File: src/rtl/rtc_pkg.sv
/*
 * Shared constants and types for the serial clock access block.
 * Assumes a single system clock; nothing here holds state.
 */
package rtc_pkg;

    // Command byte field positions
    localparam int unsigned CMD_READ_BIT   = 7;          // 1 = read, 0 = write
    localparam int unsigned CMD_RAM_BIT    = 6;          // 1 = scratchpad, 0 = clock space
    localparam int unsigned CMD_IDX_HI     = 5;          // Index field top
    localparam int unsigned CMD_IDX_LO     = 1;          // Index field bottom
    localparam int unsigned CMD_ENABLE_BIT = 0;          // Must be 1 for writes

    // Register indices (command bits 5..1)
    localparam logic [4:0] IDX_SEC     = 5'h00;
    localparam logic [4:0] IDX_MIN     = 5'h01;
    localparam logic [4:0] IDX_YEAR    = 5'h06;
    localparam logic [4:0] IDX_CTRL    = 5'h07;
    localparam logic [4:0] IDX_CENTURY = 5'h09;
    localparam logic [4:0] IDX_BURST   = 5'h1F;          // Burst code in either space

    // Buffer slots: seven time bytes, control, century
    localparam logic [3:0] SLOT_CTRL    = 4'h7;
    localparam logic [3:0] SLOT_CENTURY = 4'h8;
    localparam int unsigned SLOTS       = 9;
    localparam int unsigned TIME_BYTES  = 7;

    // Counts
    localparam logic [5:0] CLOCK_BURST_BYTES = 6'h08;
    localparam logic [5:0] RAM_WORDS         = 6'h1F;    // 31 scratchpad bytes
    localparam logic [5:0] BYTE_CNT_MAX      = 6'h3F;
    localparam logic [2:0] BIT_LAST          = 3'h7;

    // Field positions
    localparam int unsigned CTRL_WP_BIT    = 7;
    localparam int unsigned HOUR_MODE_BIT  = 7;
    localparam int unsigned HOUR_BIT5      = 5;

    // Reset and wrap values
    localparam logic [7:0] TIME_RESET    = 8'h00;
    localparam logic [7:0] CENTURY_RESET = 8'h19;
    localparam logic [7:0] BCD_59        = 8'h59;
    localparam logic [7:0] BYTE_ZERO     = 8'h00;

    // Live time, index 0 = seconds .. 6 = year
    typedef logic [TIME_BYTES-1:0][7:0] time_t;

    // Word queued from the serial side to the commit side
    typedef struct packed {
        logic       ram;    // Scratchpad target
        logic [4:0] idx;    // RAM location or buffer slot
        logic [7:0] data;   // Byte received
    } wr_word_s;

    // Frame phase
    typedef enum logic {
        PH_CMD  = 1'b0,
        PH_DATA = 1'b1
    } phase_e;

endpackage

File: src/rtl/rtc_serial_port.sv
/*
 * Serial register access front end of a real-time clock, with a small
 * write FIFO between the serial side and the commit side.
 * Assumes SPI mode 3 framing (clock idles high, input sampled on rising
 * edges, output changed on falling edges), a serial clock well below a
 * quarter of clk_sys_in, and a one-cycle seconds tick on clk_sys_in.
 */
// Overview of operation
// - Command byte MSB first; bit seven reads
// - Bit six picks clock or RAM space
// - Bits five to one give the index
// - Command bit zero low blocks all writes
// - Code 3Fh bursts time bytes then control
// - Clock burst commits only after eight bytes
// - Code 7Fh bursts 31 RAM bytes from first
// - Each whole RAM burst byte stored immediately
// - RAM burst read stops after 31 bytes
// - Time writes buffered; incomplete writes discarded
// - Buffer loads together after chip select rises
// - Time load never coincides with seconds tick
// - Hours bit seven twelve-hour, bit five meridiem or twenty-hour digit
// - Write protect blocks all but itself
// - Control bits zero to six read zero
// - Century outside bursts, resets to nineteen
// - Single read latches counters on falling edge
// - Burst read latches time, sends control last
// - Burst read code BFh, data MSB first
`timescale 1ns/1ps

module rtc_byte_fifo #(
    parameter int unsigned WIDTH = 14,
    parameter int unsigned DEPTH = 4
) (
    input  wire logic             clk_sys_in,
    input  wire logic             srst_in,
    input  wire logic             in_valid_in,
    output logic                  in_ready_out,
    input  wire logic [WIDTH-1:0] in_data_in,
    output logic                  out_valid_out,
    input  wire logic             out_ready_in,
    output logic      [WIDTH-1:0] out_data_out
);
    localparam int unsigned AW = (DEPTH > 1) ? $clog2(DEPTH) : 1;

    // Whole FIFO state in one record
    typedef struct packed {
        logic [DEPTH-1:0][WIDTH-1:0] mem;     // Storage
        logic [AW-1:0]               wr_ptr;  // Next write slot
        logic [AW-1:0]               rd_ptr;  // Next read slot
        logic [AW:0]                 count;   // Words held
    } fifo_state_s;

    fifo_state_s fifo_reg;   // Current state
    fifo_state_s fifo_next;  // Next state

    // Flags straight from the count, so full and empty are exact
    // Count is one bit wider than the pointers, so the depth is cast to that width
    assign in_ready_out  = (fifo_reg.count != (AW+1)'(DEPTH));
    assign out_valid_out = (fifo_reg.count != '0);
    assign out_data_out  = fifo_reg.mem[fifo_reg.rd_ptr];

    // Pointer and count update
    always_comb begin
        logic push;
        logic pop;
        push      = in_valid_in && in_ready_out;
        pop       = out_valid_out && out_ready_in;
        fifo_next = fifo_reg;
        if (push) begin
            fifo_next.mem[fifo_reg.wr_ptr] = in_data_in;
            fifo_next.wr_ptr = (fifo_reg.wr_ptr == AW'(DEPTH - 1)) ? '0
                                                                    : fifo_reg.wr_ptr + 1'b1;
        end
        if (pop) begin
            fifo_next.rd_ptr = (fifo_reg.rd_ptr == AW'(DEPTH - 1)) ? '0
                                                                    : fifo_reg.rd_ptr + 1'b1;
        end
        // Simultaneous push and pop leaves the count alone
        if (push && !pop) begin
            fifo_next.count = fifo_reg.count + 1'b1;
        end else if (pop && !push) begin
            fifo_next.count = fifo_reg.count - 1'b1;
        end
    end

    // State register
    always_ff @(posedge clk_sys_in) begin
        if (srst_in) begin
            fifo_reg <= '0;
        end else begin
            fifo_reg <= fifo_next;
        end
    end
endmodule

module rtc_serial_port (
    input  wire logic         clk_sys_in,
    input  wire logic         srst_in,
    input  wire logic         sclk_in,
    input  wire logic         cs_n_in,
    input  wire logic         mosi_in,
    input  wire logic         sec_tick_in,
    output logic              miso_out,
    output logic              miso_oe_out,
    output rtc_pkg::time_t    time_out,
    output logic        [7:0] century_out,
    output logic              write_protect_out,
    output logic              hour_mode_12_out,
    output logic              meridiem_flag_out,
    output logic              twenty_hour_digit_out
);
    localparam int unsigned WORD_W = $bits(rtc_pkg::wr_word_s);

    // Whole block state in one record
    typedef struct packed {
        logic [2:0]                        sclk_sync;  // Synchroniser plus edge stage
        logic [2:0]                        cs_sync;    // Synchroniser plus edge stage
        logic [1:0]                        mosi_sync;  // Synchroniser
        rtc_pkg::phase_e                   phase;      // Command or data
        logic [7:0]                        cmd;        // Command byte held
        logic [7:0]                        shift_in;   // Receive shifter
        logic [2:0]                        bit_cnt;    // Bits of current byte
        logic [5:0]                        byte_cnt;   // Data bytes received
        logic [5:0]                        out_cnt;    // Data bytes sent
        logic [7:0]                        shift_out;  // Transmit shifter
        logic                              miso;       // Serial output
        logic                              miso_oe;    // Output driven
        logic                              pend_valid; // Byte waiting for FIFO
        rtc_pkg::wr_word_s                 pend_word;  // That byte
        rtc_pkg::time_t                    live;       // Running counters
        rtc_pkg::time_t                    snap;       // Read holding latch
        logic [7:0]                        century;    // Century digits
        logic                              wp;         // Write protect
        logic [rtc_pkg::SLOTS-1:0][7:0]    wbuf;       // Time input buffer
        logic [rtc_pkg::SLOTS-1:0]         wmask;      // Slots written
        logic                              end_pend;   // Frame ended, commit due
        logic                              end_ok;     // Frame was complete
    } port_state_s;

    port_state_s       st_reg;       // Current state
    port_state_s       st_next;      // Next state
    logic [7:0]        ram [31];     // Scratchpad, undefined at power-up
    logic              ram_we;       // Scratchpad write strobe
    logic [4:0]        ram_waddr;    // Scratchpad write address
    logic [7:0]        ram_wdata;    // Scratchpad write data
    logic [4:0]        ram_raddr;    // Scratchpad read address
    logic [7:0]        ram_rdata;    // Scratchpad read data
    logic              fifo_ready;   // FIFO can take pending byte
    logic              fifo_valid;   // FIFO holds a word
    logic              drain_ready;  // Commit side accepts a word
    rtc_pkg::wr_word_s fifo_word;    // Word at FIFO head

    // BCD increment with wrap to zero
    function automatic logic [7:0] bcd_inc(input logic [7:0] v, input logic [7:0] top);
        logic [7:0] r;
        r = v;
        if (v == top) begin
            r = rtc_pkg::BYTE_ZERO;
        end else if (v[3:0] == 4'h9) begin
            r = {v[7:4] + 4'h1, 4'h0};
        end else begin
            r = {v[7:4], v[3:0] + 4'h1};
        end
        return r;
    endfunction

    // Map a clock-space index to a buffer slot, or flag it as unused
    function automatic logic [4:0] slot_of(input logic [4:0] idx);
        logic [4:0] s;
        s = rtc_pkg::IDX_BURST;
        if (idx <= rtc_pkg::IDX_CTRL) begin
            s = idx;
        end else if (idx == rtc_pkg::IDX_CENTURY) begin
            s = {1'b0, rtc_pkg::SLOT_CENTURY};
        end
        return s;
    endfunction

    // Commit side drains except in a tick cycle, which keeps loads off the tick
    assign drain_ready = !sec_tick_in;

    rtc_byte_fifo #(
        .WIDTH (WORD_W),
        .DEPTH (4)
    ) u_fifo (
        .clk_sys_in    (clk_sys_in),
        .srst_in       (srst_in),
        .in_valid_in   (st_reg.pend_valid),
        .in_ready_out  (fifo_ready),
        .in_data_in    (st_reg.pend_word),
        .out_valid_out (fifo_valid),
        .out_ready_in  (drain_ready),
        .out_data_out  (fifo_word)
    );

    assign ram_rdata = ram[ram_raddr];

    // Main next-state logic
    always_comb begin
        logic           rise;
        logic           fall;
        logic           cs_act;
        logic           cs_rise;
        logic           burst;
        logic           is_read;
        logic [7:0]     sh;
        logic [4:0]     idx;
        logic [4:0]     slot;
        logic [7:0]     obyte;
        rtc_pkg::time_t tsrc;
        rise      = 1'b0;
        fall      = 1'b0;
        cs_act    = 1'b0;
        cs_rise   = 1'b0;
        burst     = 1'b0;
        is_read   = 1'b0;
        sh        = rtc_pkg::BYTE_ZERO;
        idx       = '0;
        slot      = '0;
        obyte     = rtc_pkg::BYTE_ZERO;
        tsrc      = '0;
        ram_we    = 1'b0;
        ram_waddr = '0;
        ram_wdata = rtc_pkg::BYTE_ZERO;
        ram_raddr = '0;
        st_next   = st_reg;

        // Pin synchronisers; values from the second stage, edges from second against third
        st_next.sclk_sync = {st_reg.sclk_sync[1:0], sclk_in};
        st_next.cs_sync   = {st_reg.cs_sync[1:0], cs_n_in};
        st_next.mosi_sync = {st_reg.mosi_sync[0], mosi_in};
        rise    = st_reg.sclk_sync[1] && !st_reg.sclk_sync[2];
        fall    = !st_reg.sclk_sync[1] && st_reg.sclk_sync[2];
        cs_act  = !st_reg.cs_sync[1];
        cs_rise = st_reg.cs_sync[1] && !st_reg.cs_sync[2];
        burst   = (st_reg.cmd[rtc_pkg::CMD_IDX_HI:rtc_pkg::CMD_IDX_LO]
                   == rtc_pkg::IDX_BURST);
        is_read = st_reg.cmd[rtc_pkg::CMD_READ_BIT];

        // Pending byte leaves once the FIFO takes it
        if (st_reg.pend_valid && fifo_ready) begin
            st_next.pend_valid = 1'b0;
        end

        // Live counters: the tick always wins, commit waits a cycle
        if (sec_tick_in) begin
            st_next.live[0] = bcd_inc(st_reg.live[0], rtc_pkg::BCD_59);
            if (st_reg.live[0] == rtc_pkg::BCD_59) begin
                st_next.live[1] = bcd_inc(st_reg.live[1], rtc_pkg::BCD_59);
            end
        end else if (st_reg.end_pend && !fifo_valid && !st_reg.pend_valid) begin
            // All buffered bytes land in one cycle, or none do
            if (st_reg.end_ok) begin
                for (int i = 0; i < rtc_pkg::TIME_BYTES; i++) begin
                    if (st_reg.wmask[i]) begin
                        st_next.live[i] = st_reg.wbuf[i];
                    end
                end
                if (st_reg.wmask[rtc_pkg::SLOT_CTRL]) begin
                    st_next.wp = st_reg.wbuf[rtc_pkg::SLOT_CTRL][rtc_pkg::CTRL_WP_BIT];
                end
                if (st_reg.wmask[rtc_pkg::SLOT_CENTURY]) begin
                    st_next.century = st_reg.wbuf[rtc_pkg::SLOT_CENTURY];
                end
            end
            st_next.wmask    = '0;
            st_next.end_pend = 1'b0;
        end

        // Commit side: RAM bytes go straight in, clock bytes to the buffer
        if (fifo_valid && drain_ready) begin
            if (fifo_word.ram) begin
                ram_we    = 1'b1;
                ram_waddr = fifo_word.idx;
                ram_wdata = fifo_word.data;
            end else begin
                st_next.wbuf[fifo_word.idx[3:0]]  = fifo_word.data;
                st_next.wmask[fifo_word.idx[3:0]] = 1'b1;
            end
        end

        // Frame end: judge completeness against the state just before it
        if (cs_rise && st_reg.phase == rtc_pkg::PH_DATA && !is_read) begin
            st_next.end_pend = 1'b1;
            st_next.end_ok   = (st_reg.bit_cnt == '0)
                               && (st_reg.cmd[rtc_pkg::CMD_RAM_BIT] || !burst
                                   || st_reg.byte_cnt >= rtc_pkg::CLOCK_BURST_BYTES);
        end

        if (!cs_act) begin
            // Idle: release the output and forget the frame
            st_next.phase    = rtc_pkg::PH_CMD;
            st_next.bit_cnt  = '0;
            st_next.byte_cnt = '0;
            st_next.out_cnt  = '0;
            st_next.miso_oe  = 1'b0;
        end else if (rise) begin
            // Sample input, MSB first
            sh = {st_reg.shift_in[6:0], st_reg.mosi_sync[1]};
            st_next.shift_in = sh;
            st_next.bit_cnt  = st_reg.bit_cnt + 3'h1;
            if (st_reg.bit_cnt == rtc_pkg::BIT_LAST) begin
                unique case (st_reg.phase)
                    rtc_pkg::PH_CMD: begin
                        st_next.cmd   = sh;
                        st_next.phase = rtc_pkg::PH_DATA;
                    end
                    rtc_pkg::PH_DATA: begin
                        if (!is_read && st_reg.cmd[rtc_pkg::CMD_ENABLE_BIT]) begin
                            idx = burst ? st_reg.byte_cnt[4:0]
                                        : st_reg.cmd[rtc_pkg::CMD_IDX_HI:rtc_pkg::CMD_IDX_LO];
                            if (st_reg.cmd[rtc_pkg::CMD_RAM_BIT]) begin
                                // Scratchpad: first whole byte, or any of the first 31 in a burst, never under protect
                                if (!st_reg.wp && (burst || st_reg.byte_cnt == '0)
                                    && st_reg.byte_cnt < rtc_pkg::RAM_WORDS) begin
                                    st_next.pend_valid = 1'b1;
                                    st_next.pend_word  = '{ram: 1'b1, idx: idx, data: sh};
                                end
                            end else begin
                                // Clock space; control stays writable under protect
                                slot = slot_of(idx);
                                if ((burst ? st_reg.byte_cnt < rtc_pkg::CLOCK_BURST_BYTES
                                           : st_reg.byte_cnt == '0)
                                    && slot != rtc_pkg::IDX_BURST
                                    && (!st_reg.wp || slot == rtc_pkg::IDX_CTRL)) begin
                                    st_next.pend_valid = 1'b1;
                                    st_next.pend_word  = '{ram: 1'b0, idx: slot, data: sh};
                                end
                            end
                        end
                        if (st_reg.byte_cnt != rtc_pkg::BYTE_CNT_MAX) begin
                            st_next.byte_cnt = st_reg.byte_cnt + 6'h01;
                        end
                    end
                endcase
            end
        end else if (fall && st_reg.phase == rtc_pkg::PH_DATA && is_read) begin
            st_next.miso_oe = 1'b1;
            if (st_reg.bit_cnt == '0) begin
                // First fall of a byte: latch counters once, load next byte
                tsrc = (st_reg.out_cnt == '0) ? st_next.live : st_reg.snap;
                if (st_reg.out_cnt == '0) begin
                    st_next.snap = st_next.live;
                end
                idx = burst ? st_reg.out_cnt[4:0]
                            : st_reg.cmd[rtc_pkg::CMD_IDX_HI:rtc_pkg::CMD_IDX_LO];
                if (st_reg.cmd[rtc_pkg::CMD_RAM_BIT]) begin
                    ram_raddr = idx;
                    if (st_reg.out_cnt < rtc_pkg::RAM_WORDS || !burst) begin
                        obyte = (idx < rtc_pkg::IDX_BURST) ? ram_rdata : rtc_pkg::BYTE_ZERO;
                    end
                end else if (!burst || st_reg.out_cnt < rtc_pkg::CLOCK_BURST_BYTES) begin
                    if (idx <= rtc_pkg::IDX_YEAR) begin
                        obyte = tsrc[idx[2:0]];
                    end else if (idx == rtc_pkg::IDX_CTRL) begin
                        obyte = {st_reg.wp, 7'h00};
                    end else if (idx == rtc_pkg::IDX_CENTURY) begin
                        obyte = st_reg.century;
                    end
                end
                st_next.shift_out = obyte;
                st_next.miso      = obyte[7];
                if (st_reg.out_cnt != rtc_pkg::BYTE_CNT_MAX) begin
                    st_next.out_cnt = st_reg.out_cnt + 6'h01;
                end
            end else begin
                // Later falls: next bit down
                st_next.shift_out = {st_reg.shift_out[6:0], 1'b0};
                st_next.miso      = st_reg.shift_out[6];
            end
        end
    end

    // State register with power-on style values
    always_ff @(posedge clk_sys_in) begin
        if (srst_in) begin
            st_reg           <= '0;
            st_reg.sclk_sync <= 3'h7;
            st_reg.cs_sync   <= 3'h7;
            st_reg.century   <= rtc_pkg::CENTURY_RESET;
            for (int i = 0; i < rtc_pkg::TIME_BYTES; i++) begin
                st_reg.live[i] <= rtc_pkg::TIME_RESET;
            end
        end else begin
            st_reg <= st_next;
        end
    end

    // Scratchpad storage; contents survive reset on purpose
    always_ff @(posedge clk_sys_in) begin
        if (ram_we) begin
            ram[ram_waddr] <= ram_wdata;
        end
    end

    // Outputs from flip-flops; meridiem and twenty-hour flags each through one gate
    assign miso_out              = st_reg.miso;
    assign miso_oe_out           = st_reg.miso_oe;
    assign time_out              = st_reg.live;
    assign century_out           = st_reg.century;
    assign write_protect_out     = st_reg.wp;
    assign hour_mode_12_out      = st_reg.live[2][rtc_pkg::HOUR_MODE_BIT];
    assign meridiem_flag_out     = st_reg.live[2][rtc_pkg::HOUR_MODE_BIT]
                                   && st_reg.live[2][rtc_pkg::HOUR_BIT5];
    assign twenty_hour_digit_out = !st_reg.live[2][rtc_pkg::HOUR_MODE_BIT]
                                   && st_reg.live[2][rtc_pkg::HOUR_BIT5];
endmodule

File: config.mk
export PLATFORM = sky130hd
export DESIGN_NAME = rtc_serial_port
export DESIGN_NICKNAME = d
export VERILOG_FILES = /design/src/rtl/rtc_pkg.sv /design/src/rtl/rtc_serial_port.sv
export SDC_FILE = /design/constraint.sdc
export NUM_CORES = 1
export LEC_CHECK = 0
export ABC_AREA = 1
export ABC_CLOCK_PERIOD_IN_PS = 6630
export BUFFER_PORTS_ARGS = -buffer_cell sky130_fd_sc_hd__buf_2
export CAP_MARGIN = 20
export CORE_ASPECT_RATIO = 0.9
export CORE_UTILIZATION = 55
export CTS_CLUSTER_DIAMETER = 30
export CTS_CLUSTER_SIZE = 16
export DETAILED_ROUTE_END_ITERATION = 12
export MAX_ROUTING_LAYER = met4
export PLACE_DENSITY = 0.68
export RECOVER_POWER = 25
export SYNTH_ARGS = -nofsm -noshare
export SYNTH_HDL_FRONTEND = slang
export SYNTH_SLANG_ARGS = --single-unit
export TNS_END_PERCENT = 30
File: constraint.sdc
create_clock -name clk_sys_in -period 6.63 [get_ports clk_sys_in]
set_input_delay 0.3315 -clock clk_sys_in [delete_from_list [all_inputs] [get_ports clk_sys_in]]
set_output_delay 0.3315 -clock clk_sys_in [all_outputs]
set_load 0.02 [all_outputs]
# Word level (Yosys, flattened, before mapping)

Memory sizes are Yosys's and may differ from the RTL's.
Index checks and enable logic that the tools add are counted.

Add/sub/neg operators: 11
$mul: 0
Divide/modulo/power cells: 0
$lt $le $gt $ge: 14
Equal/unequal tests: 18
Shifts and indexed selects: 0
Mux-type cells: 79
Bitwise operators: 6
Reduce and logical (&&, ||, !) cells: 62

Operators with widths:

| kind                                                | number |
|---|---|
| 2-to-1 mux 8 bit                                    | 24 |
| 2-to-1 mux 56 bit                                   | 3 |
| 2-to-1 mux 15 bit                                   | 8 |
| 2-to-1 mux 5 bit                                    | 17 |
| bitwise mux 72 bit                                  | 1 |
| bitwise mux 56 bit                                  | 1 |
| 2-to-1 mux 40 bit                                   | 1 |
| demux 8 bit (select 4 bit)                          | 1 |
| binary-select mux 14 bit (select 2 bit)             | 1 |
| demux 14 bit (select 2 bit)                         | 1 |
| 2-to-1 mux 14 bit                                   | 2 |
| binary-select mux 8 bit (select 3 bit)              | 1 |
| AND reduction 4 bit                                 | 6 |
| logical AND 1 bit                                   | 23 |
| 2-to-1 mux 10 bit                                   | 2 |
| 2-to-1 mux 9 bit                                    | 2 |
| adder 4 x 1 -> 4 bit, second input constant         | 4 |
| equality test 8 x 7 -> 1 bit, second input constant | 2 |
| 2-to-1 mux 16 bit                                   | 1 |
| adder 6 x 1 -> 6 bit, second input constant         | 2 |
| logical NOT 1 bit                                   | 12 |
| logical NOT 6 bit                                   | 2 |
| < comparator 6 x 4 -> 1 bit, second input constant  | 2 |
| < comparator 6 x 5 -> 1 bit, second input constant  | 2 |
| other kinds (35)                                    | 69 |

Flip-flop bits (word level): 330
Latch bits: 0
RAM bits: 248
ROM bits: 0
Input port bits: 6
Output and inout bits: 70
Logic and storage cells: 242
Memories kept: 1

Memories:

| memory | words | bits a word | read ports | clocked after memory_dff | write ports | RTL line               | RTL |
|---|---|---|---|---|---|---|---|
| ram    | 31    | 8           | 1          | 0                        | 1           | rtc_serial_port.sv:142 | `logic [7:0] ram [31];` |

# Longest topological paths before layout

Depth after elaboration: 21
Mapped depth: 20
Gate-level depth less buffers: 19

# Modules after synthesis

Synthesis repeated with hierarchy kept, for this count alone.

Cell total of the unflattened synthesis: 3,289
Area, all modules: 26,226.4 µm²

Modules (own cells, without submodules):

| module          | instances | cells an instance | area each (µm²) | seq. area each (µm²) |
|---|---|---|---|---|
| rtc_serial_port | 1         | 2,719             | 22,724.3        | 12,652.1 |
| rtc_byte_fifo   | 1         | 570               | 3,502.1         | 1,261.2 |

# Least setup slack after synthesis

Ideal clock, no wire load.

Path kind: register -> register
Start point: register u_fifo.fifo_reg[3] (netlist bit)
End point: memory ram[12][0] (enable)
Setup time: 0.375 ns
Arrival time: 2.254 ns
Required time: 6.255 ns
Slack: 4.001 ns
Cell stages (with the launch flop): 11
Buffers on the path: 2
Period minus slack after synthesis: 2.629 ns
Path through: dfxtp_1 > buf_2 > buf_2 > a21oi_1 > o21ai_0 > nand2_1 > nor2_1 > clkinv_1 > nor3_1 > nand2_1 > a21oi_1

Word-level cells in the longest chain between the ends: 6
Elaborated cells on any way between the ends: 8
Classes of those cells: 8 x mux

RTL lines:

| element                                   | RTL line               | RTL |
|---|---|---|
| start, declared                           | rtc_serial_port.sv:53  | `fifo_state_s fifo_reg;` |
| start signal, assigned                    | rtc_serial_port.sv:91  | `fifo_reg <= fifo_next;` |
| binary-select mux 14 bit (select 2 bit) * | rtc_serial_port.sv:60  | `assign out_data_out = fifo_reg.mem[fifo_reg.rd_ptr];` |
| 2-to-1 mux 14 bit (implied by the code) * | rtc_serial_port.sv:60  |  |
| 2-to-1 mux 1 bit                          | rtc_serial_port.sv:272 | `if (fifo_word.ram) begin` |
| 2-to-1 mux 1 bit                          | rtc_serial_port.sv:271 | `if (fifo_valid && drain_ready) begin` |
| 2-to-1 mux 1 bit                          | rtc_serial_port.sv:391 | `if (ram_we) begin` |
| 2-to-1 mux 1 bit (implied by the code)    | rtc_serial_port.sv:392 | `ram[ram_waddr] <= ram_wdata;` |
| end, declared                             | rtc_serial_port.sv:142 |  |

Every way passes the cells marked *; elsewhere a longest branch is shown, timed or not. The select of a mux whose other input is x is not followed.

# Final worst setup path

Start point: register st_reg[241] (netlist bit)
End point: register st_reg[221] (netlist bit)

Word-level cells in the longest chain between the ends: 10

RTL lines:

| element                | RTL line               | RTL |
|---|---|---|
| start, declared        | rtc_serial_port.sv:140 | `port_state_s st_reg;` |
| start signal, assigned | rtc_serial_port.sv:385 | `st_reg <= st_next;` |
| logical NOT 3 bit *    | rtc_serial_port.sv:339 | `if (st_reg.bit_cnt == '0) begin` |
| 2-to-1 mux 5 bit       | rtc_serial_port.sv:339 |  |
| 2-to-1 mux 5 bit       | rtc_serial_port.sv:337 | `end else if (fall && st_reg.phase == rtc_pkg::PH_DATA && is_read) begin` |
| 2-to-1 mux 5 bit       | rtc_serial_port.sv:297 | `end else if (rise) begin` |
| 2-to-1 mux 5 bit       | rtc_serial_port.sv:290 | `if (!cs_act) begin` |
| memory (31 x 8 bit)    | n/a                    |  |
| 2-to-1 mux 8 bit       | rtc_serial_port.sv:350 | `obyte = (idx < rtc_pkg::IDX_BURST) ? ram_rdata : rtc_pkg::BYTE_ZERO;` |
| 2-to-1 mux 8 bit       | rtc_serial_port.sv:349 | `if (st_reg.out_cnt < rtc_pkg::RAM_WORDS \|\| !burst) begin` |
| 2-to-1 mux 8 bit       | rtc_serial_port.sv:347 | `if (st_reg.cmd[rtc_pkg::CMD_RAM_BIT]) begin` |
| 2-to-1 mux 8 bit *     | rtc_serial_port.sv:339 |  |

Every way passes the cells marked *; elsewhere a longest branch is shown, timed or not.
A chain may end at the register's enable or synchronous reset.

==> impl_results.md <==
* Final Cycle Share at roughly 76%
* Core Region at around 46000 um2
* Fillers at a little under 4k
* Slew Limit Fails at roughly 120
* Vias in the first global route at ~20k
* Skew-Pair Late Insertion Delay at roughly 0.65 ns
* Largest register FFs at 248
* Yosys reg bits at 571
* Maximum clock frequency at roughly 200 MHz
* Syn Nets at between 3k and 4k
* Finished Layout Cells at between 3k and 4k
* RSZ-0062 raised after global routing: no
* # IOs at 76
* Initial antenna violation count at 0
* Row Count at between 70 and 80
* Ys Warns at 0
* H-tree levels at 3
* Overall routing resource usage at a little under a third
* Rel. slew slack at -51.1%
* Nets at between 3k and 4k
* Die width at approximately 230 um
* CTS Buf Count at 106
* Placed cells at approximately 3.6k
* Placed Area at 25900 um2
* Seq/Total Area, Yosys at a little over half
* Type of the worst setup path: reg -> reg
* Crit end category: flip-flop
* Final WL at just over 70 mm
* Gr ovfl total at 0
* CTS tree: done
* Worst EP required at a little over 7 ns
* Synth top area share at 29.0%
* Worst EP arrival at between 5 and 6 ns
* Area leader, netlist: edfxtp_1
* Area Overhead vs Synth at 15.3%
* Largest net degree at the start of global routing at around 110
* Mean area per synthesized cell at a little over 8 um2
* Via count at between 20k and 25k
* Crit path launch type: flip-flop
* First-pass GRT wire length at approximately 110 mm
* Dominant cells by area after synthesis: edfxtp_1 (29%), dfxtp_1 (25%), nand2_1 (10%), nand3_1 (6.6%), a21oi_1 (4.9%)
* DR pass1 iterations at 6
* Pre-CTS WS at approximately 2.4 ns
* Global placement routability congestion at approximately 0.88
* Initial Utilization at a little under three fifths
* Antenna-violating nets left at 0
* Final number of setup-violating endpoints at 0
* Post-route setup slack at roughly 1.6 ns
* Leakage power at ~12 nW
* Max cap viols at 2
* WL/cell at 18.8 um
* Die area at between 40000 and 50000 um2
* Fin Setup TNS at 0 ns
* Clock Sinks at roughly 570
* CTS Buffer Depth at 3
* Post-synthesis instance total at around 3.1k
* Worst vdd ir at about 0.3 mV
* Clock slew at reported path FFs at 0.05 ns
* Hold Vio Cnt, Final at 0
* Setup Skew at 0.0234 ns
* Initial DRC Count at 2110
* Slew of the pin with the lowest slew margin at roughly 2.3 ns
* Final critical-path required period at 5.06 ns
* Half-perimeter wire length after placement at 44.3 mm
* Clk root buf: clkbuf_16
* # DRC at 0
* Worst Hold Class: in -> reg
* Synth cell types at 47
* Layout cells sized above 1 at 9.51%
* Diode count at 0
* Pwr dens at approximately 330 nW/um2
* CP Max Fanout at between 60 and 70
* Number of synthesized flops with an enable pin at between 200 and 250
* Vias per cell at 5.65
* Port Buffers at 75
* FFs w/ async S/R, synth at 0%
* Post-layout util at roughly two thirds
* Final Cell Area at 29600 um2
* Post-synthesis cell area at between 20000 and 30000 um2
* Die Span Y at slightly above 200 um
* Ys flop type: dfxtp_1
* Violated checks: max-capacitance violations, max-slew violations
* Post_cts resized at 0
* Status: finished, violations left
==> what timing repair did <==
action,in CTS,in global routing
hold buffers,3,0
setup buffers,0,0
hold endpoints to repair,3,0
==> area by class of cell <==
| class | count | area (um2) | share of cell area [%] |
|---|---|---|---|
| repair buffers | 101 | 510 | 1.72 |
| flip-flops and latches | 571 | 13900 | 47.0 |
| clock inverters | 88 | 1030 | 3.49 |
| well taps | 608 | 761 | 2.57 |
| inverters | 297 | 1120 | 3.77 |
| clock buffers | 113 | 2720 | 9.19 |
| multi-input cells | 2007 | 9560 | 32.3 |
==> cells in the final DEF, fill, tap and decap left out, types with 25 or more instances in the layout <==
cell / netlist / layout
a21oi_1: 254 / 248
clkbuf_1: 88 / 78
clkbuf_16: 0 / 107
dfxtp_1: 323 / 323
edfxtp_1: 248 / 248
inv_1: 281 / 278
inv_6: 0 / 27
nand2_1: 696 / 699
nand3_1: 337 / 337
nand3b_1: 29 / 29
nor2_1: 247 / 240
o211ai_1: 34 / 34
o21ai_0: 250 / 250
or2_2: 25 / 25
==> critical path: stages (launching register included) <==
cell      delay [ns]
dfxtp_1         0.32
inv_1           0.10
ha_1            0.15
inv_1           0.04
nor2_2          0.06
clkbuf_1        0.79
nand3_2         0.69
nor2_4          0.51
nand2_4         0.47
inv_2           0.73
nand3_1         0.18
nand3_1         0.19
nand3_1         0.10
nand3_1         0.11
o211ai_1        0.13
nand2_1         0.08
nand3_1         0.08
nand2_1         0.06
inv_1           0.08
==> worst paths after layout <==
| kind | start | to | slack (ns) | cells past startpoint |
|---|---|---|---|---|
| worst max register to register | st_reg[241]$_SDFFE_PP0P_ | st_reg[221]$_SDFFE_PP0P_ | 1.57 | 18 |
| worst min-delay path | sec_tick_in | time_out[10]$_SDFF_PP0_ | 0.11 | 3 |
| worst max-delay path | st_reg[241]$_SDFFE_PP0P_ | st_reg[221]$_SDFFE_PP0P_ | 1.57 | 18 |
| worst min register to register | st_next[264]$_SDFF_PP1_ | st_next[265]$_SDFF_PP1_ | 0.41 | 1 |
==> power breakdown <==
| part | internal (mW) | switching [mW] | total [mW] |
|---|---|---|---|
| clock network | 3.60 | 2.01 | 5.60 |
| logic | 0.118 | 0.357 | 0.475 |
| registers | 3.72 | 0.0529 | 3.77 |
==> kinds of logic after synthesis <==
kind of cell,count (synthesis),synth area share (%)
compound gates,585,12.1
mux,1,0.0390
fa+ha+maj,22,1.10
buf+inv,512,8.88
flops,571,54.2
simple gates,1396,23.6
xor+xnor,3,0.102
==> cells in the mapped netlist (all sizes together), types with 2 or more instances <==
master  count
a211oi      2
a21oi     254
a31oi       2
a32oi       4
buf       127
clkbuf     88
clkinv      6
dfxtp     323
edfxtp    248
ha         21
inv       291
nand2     710
nand3     339
nand3b     29
nand4      13
nor2      261
nor3       16
o211ai     34
o21ai     269
o21bai     15
o31ai       2
or2        26
xor2        3
==> metrics by stage <==
| step | hold slack, ns | power (mW) |
|---|---|---|
| 6_report | 0.112 | 9.85 |
| 2_1_floorplan | 0.388 | 4.13 |
| 4_1_cts | 0.0485 | 9.87 |
| 5_1_grt | 0.116 | 10.1 |
| 3_5_place_dp | 0.392 | 4.30 |
| 3_3_place_gp | 0.395 | 4.29 |
==> routing by layer <==
metal  vias to the layer above  track usage, %  part of all wire [%]
li1                      10300               -                     -
met5                         -               -                     0
met2                       897            45.9                    45
met4                         0            9.77                   2.9
met3                       160            5.73                   8.4
met1                     10100            41.7                    44
(Power assumes the default switching activity.)
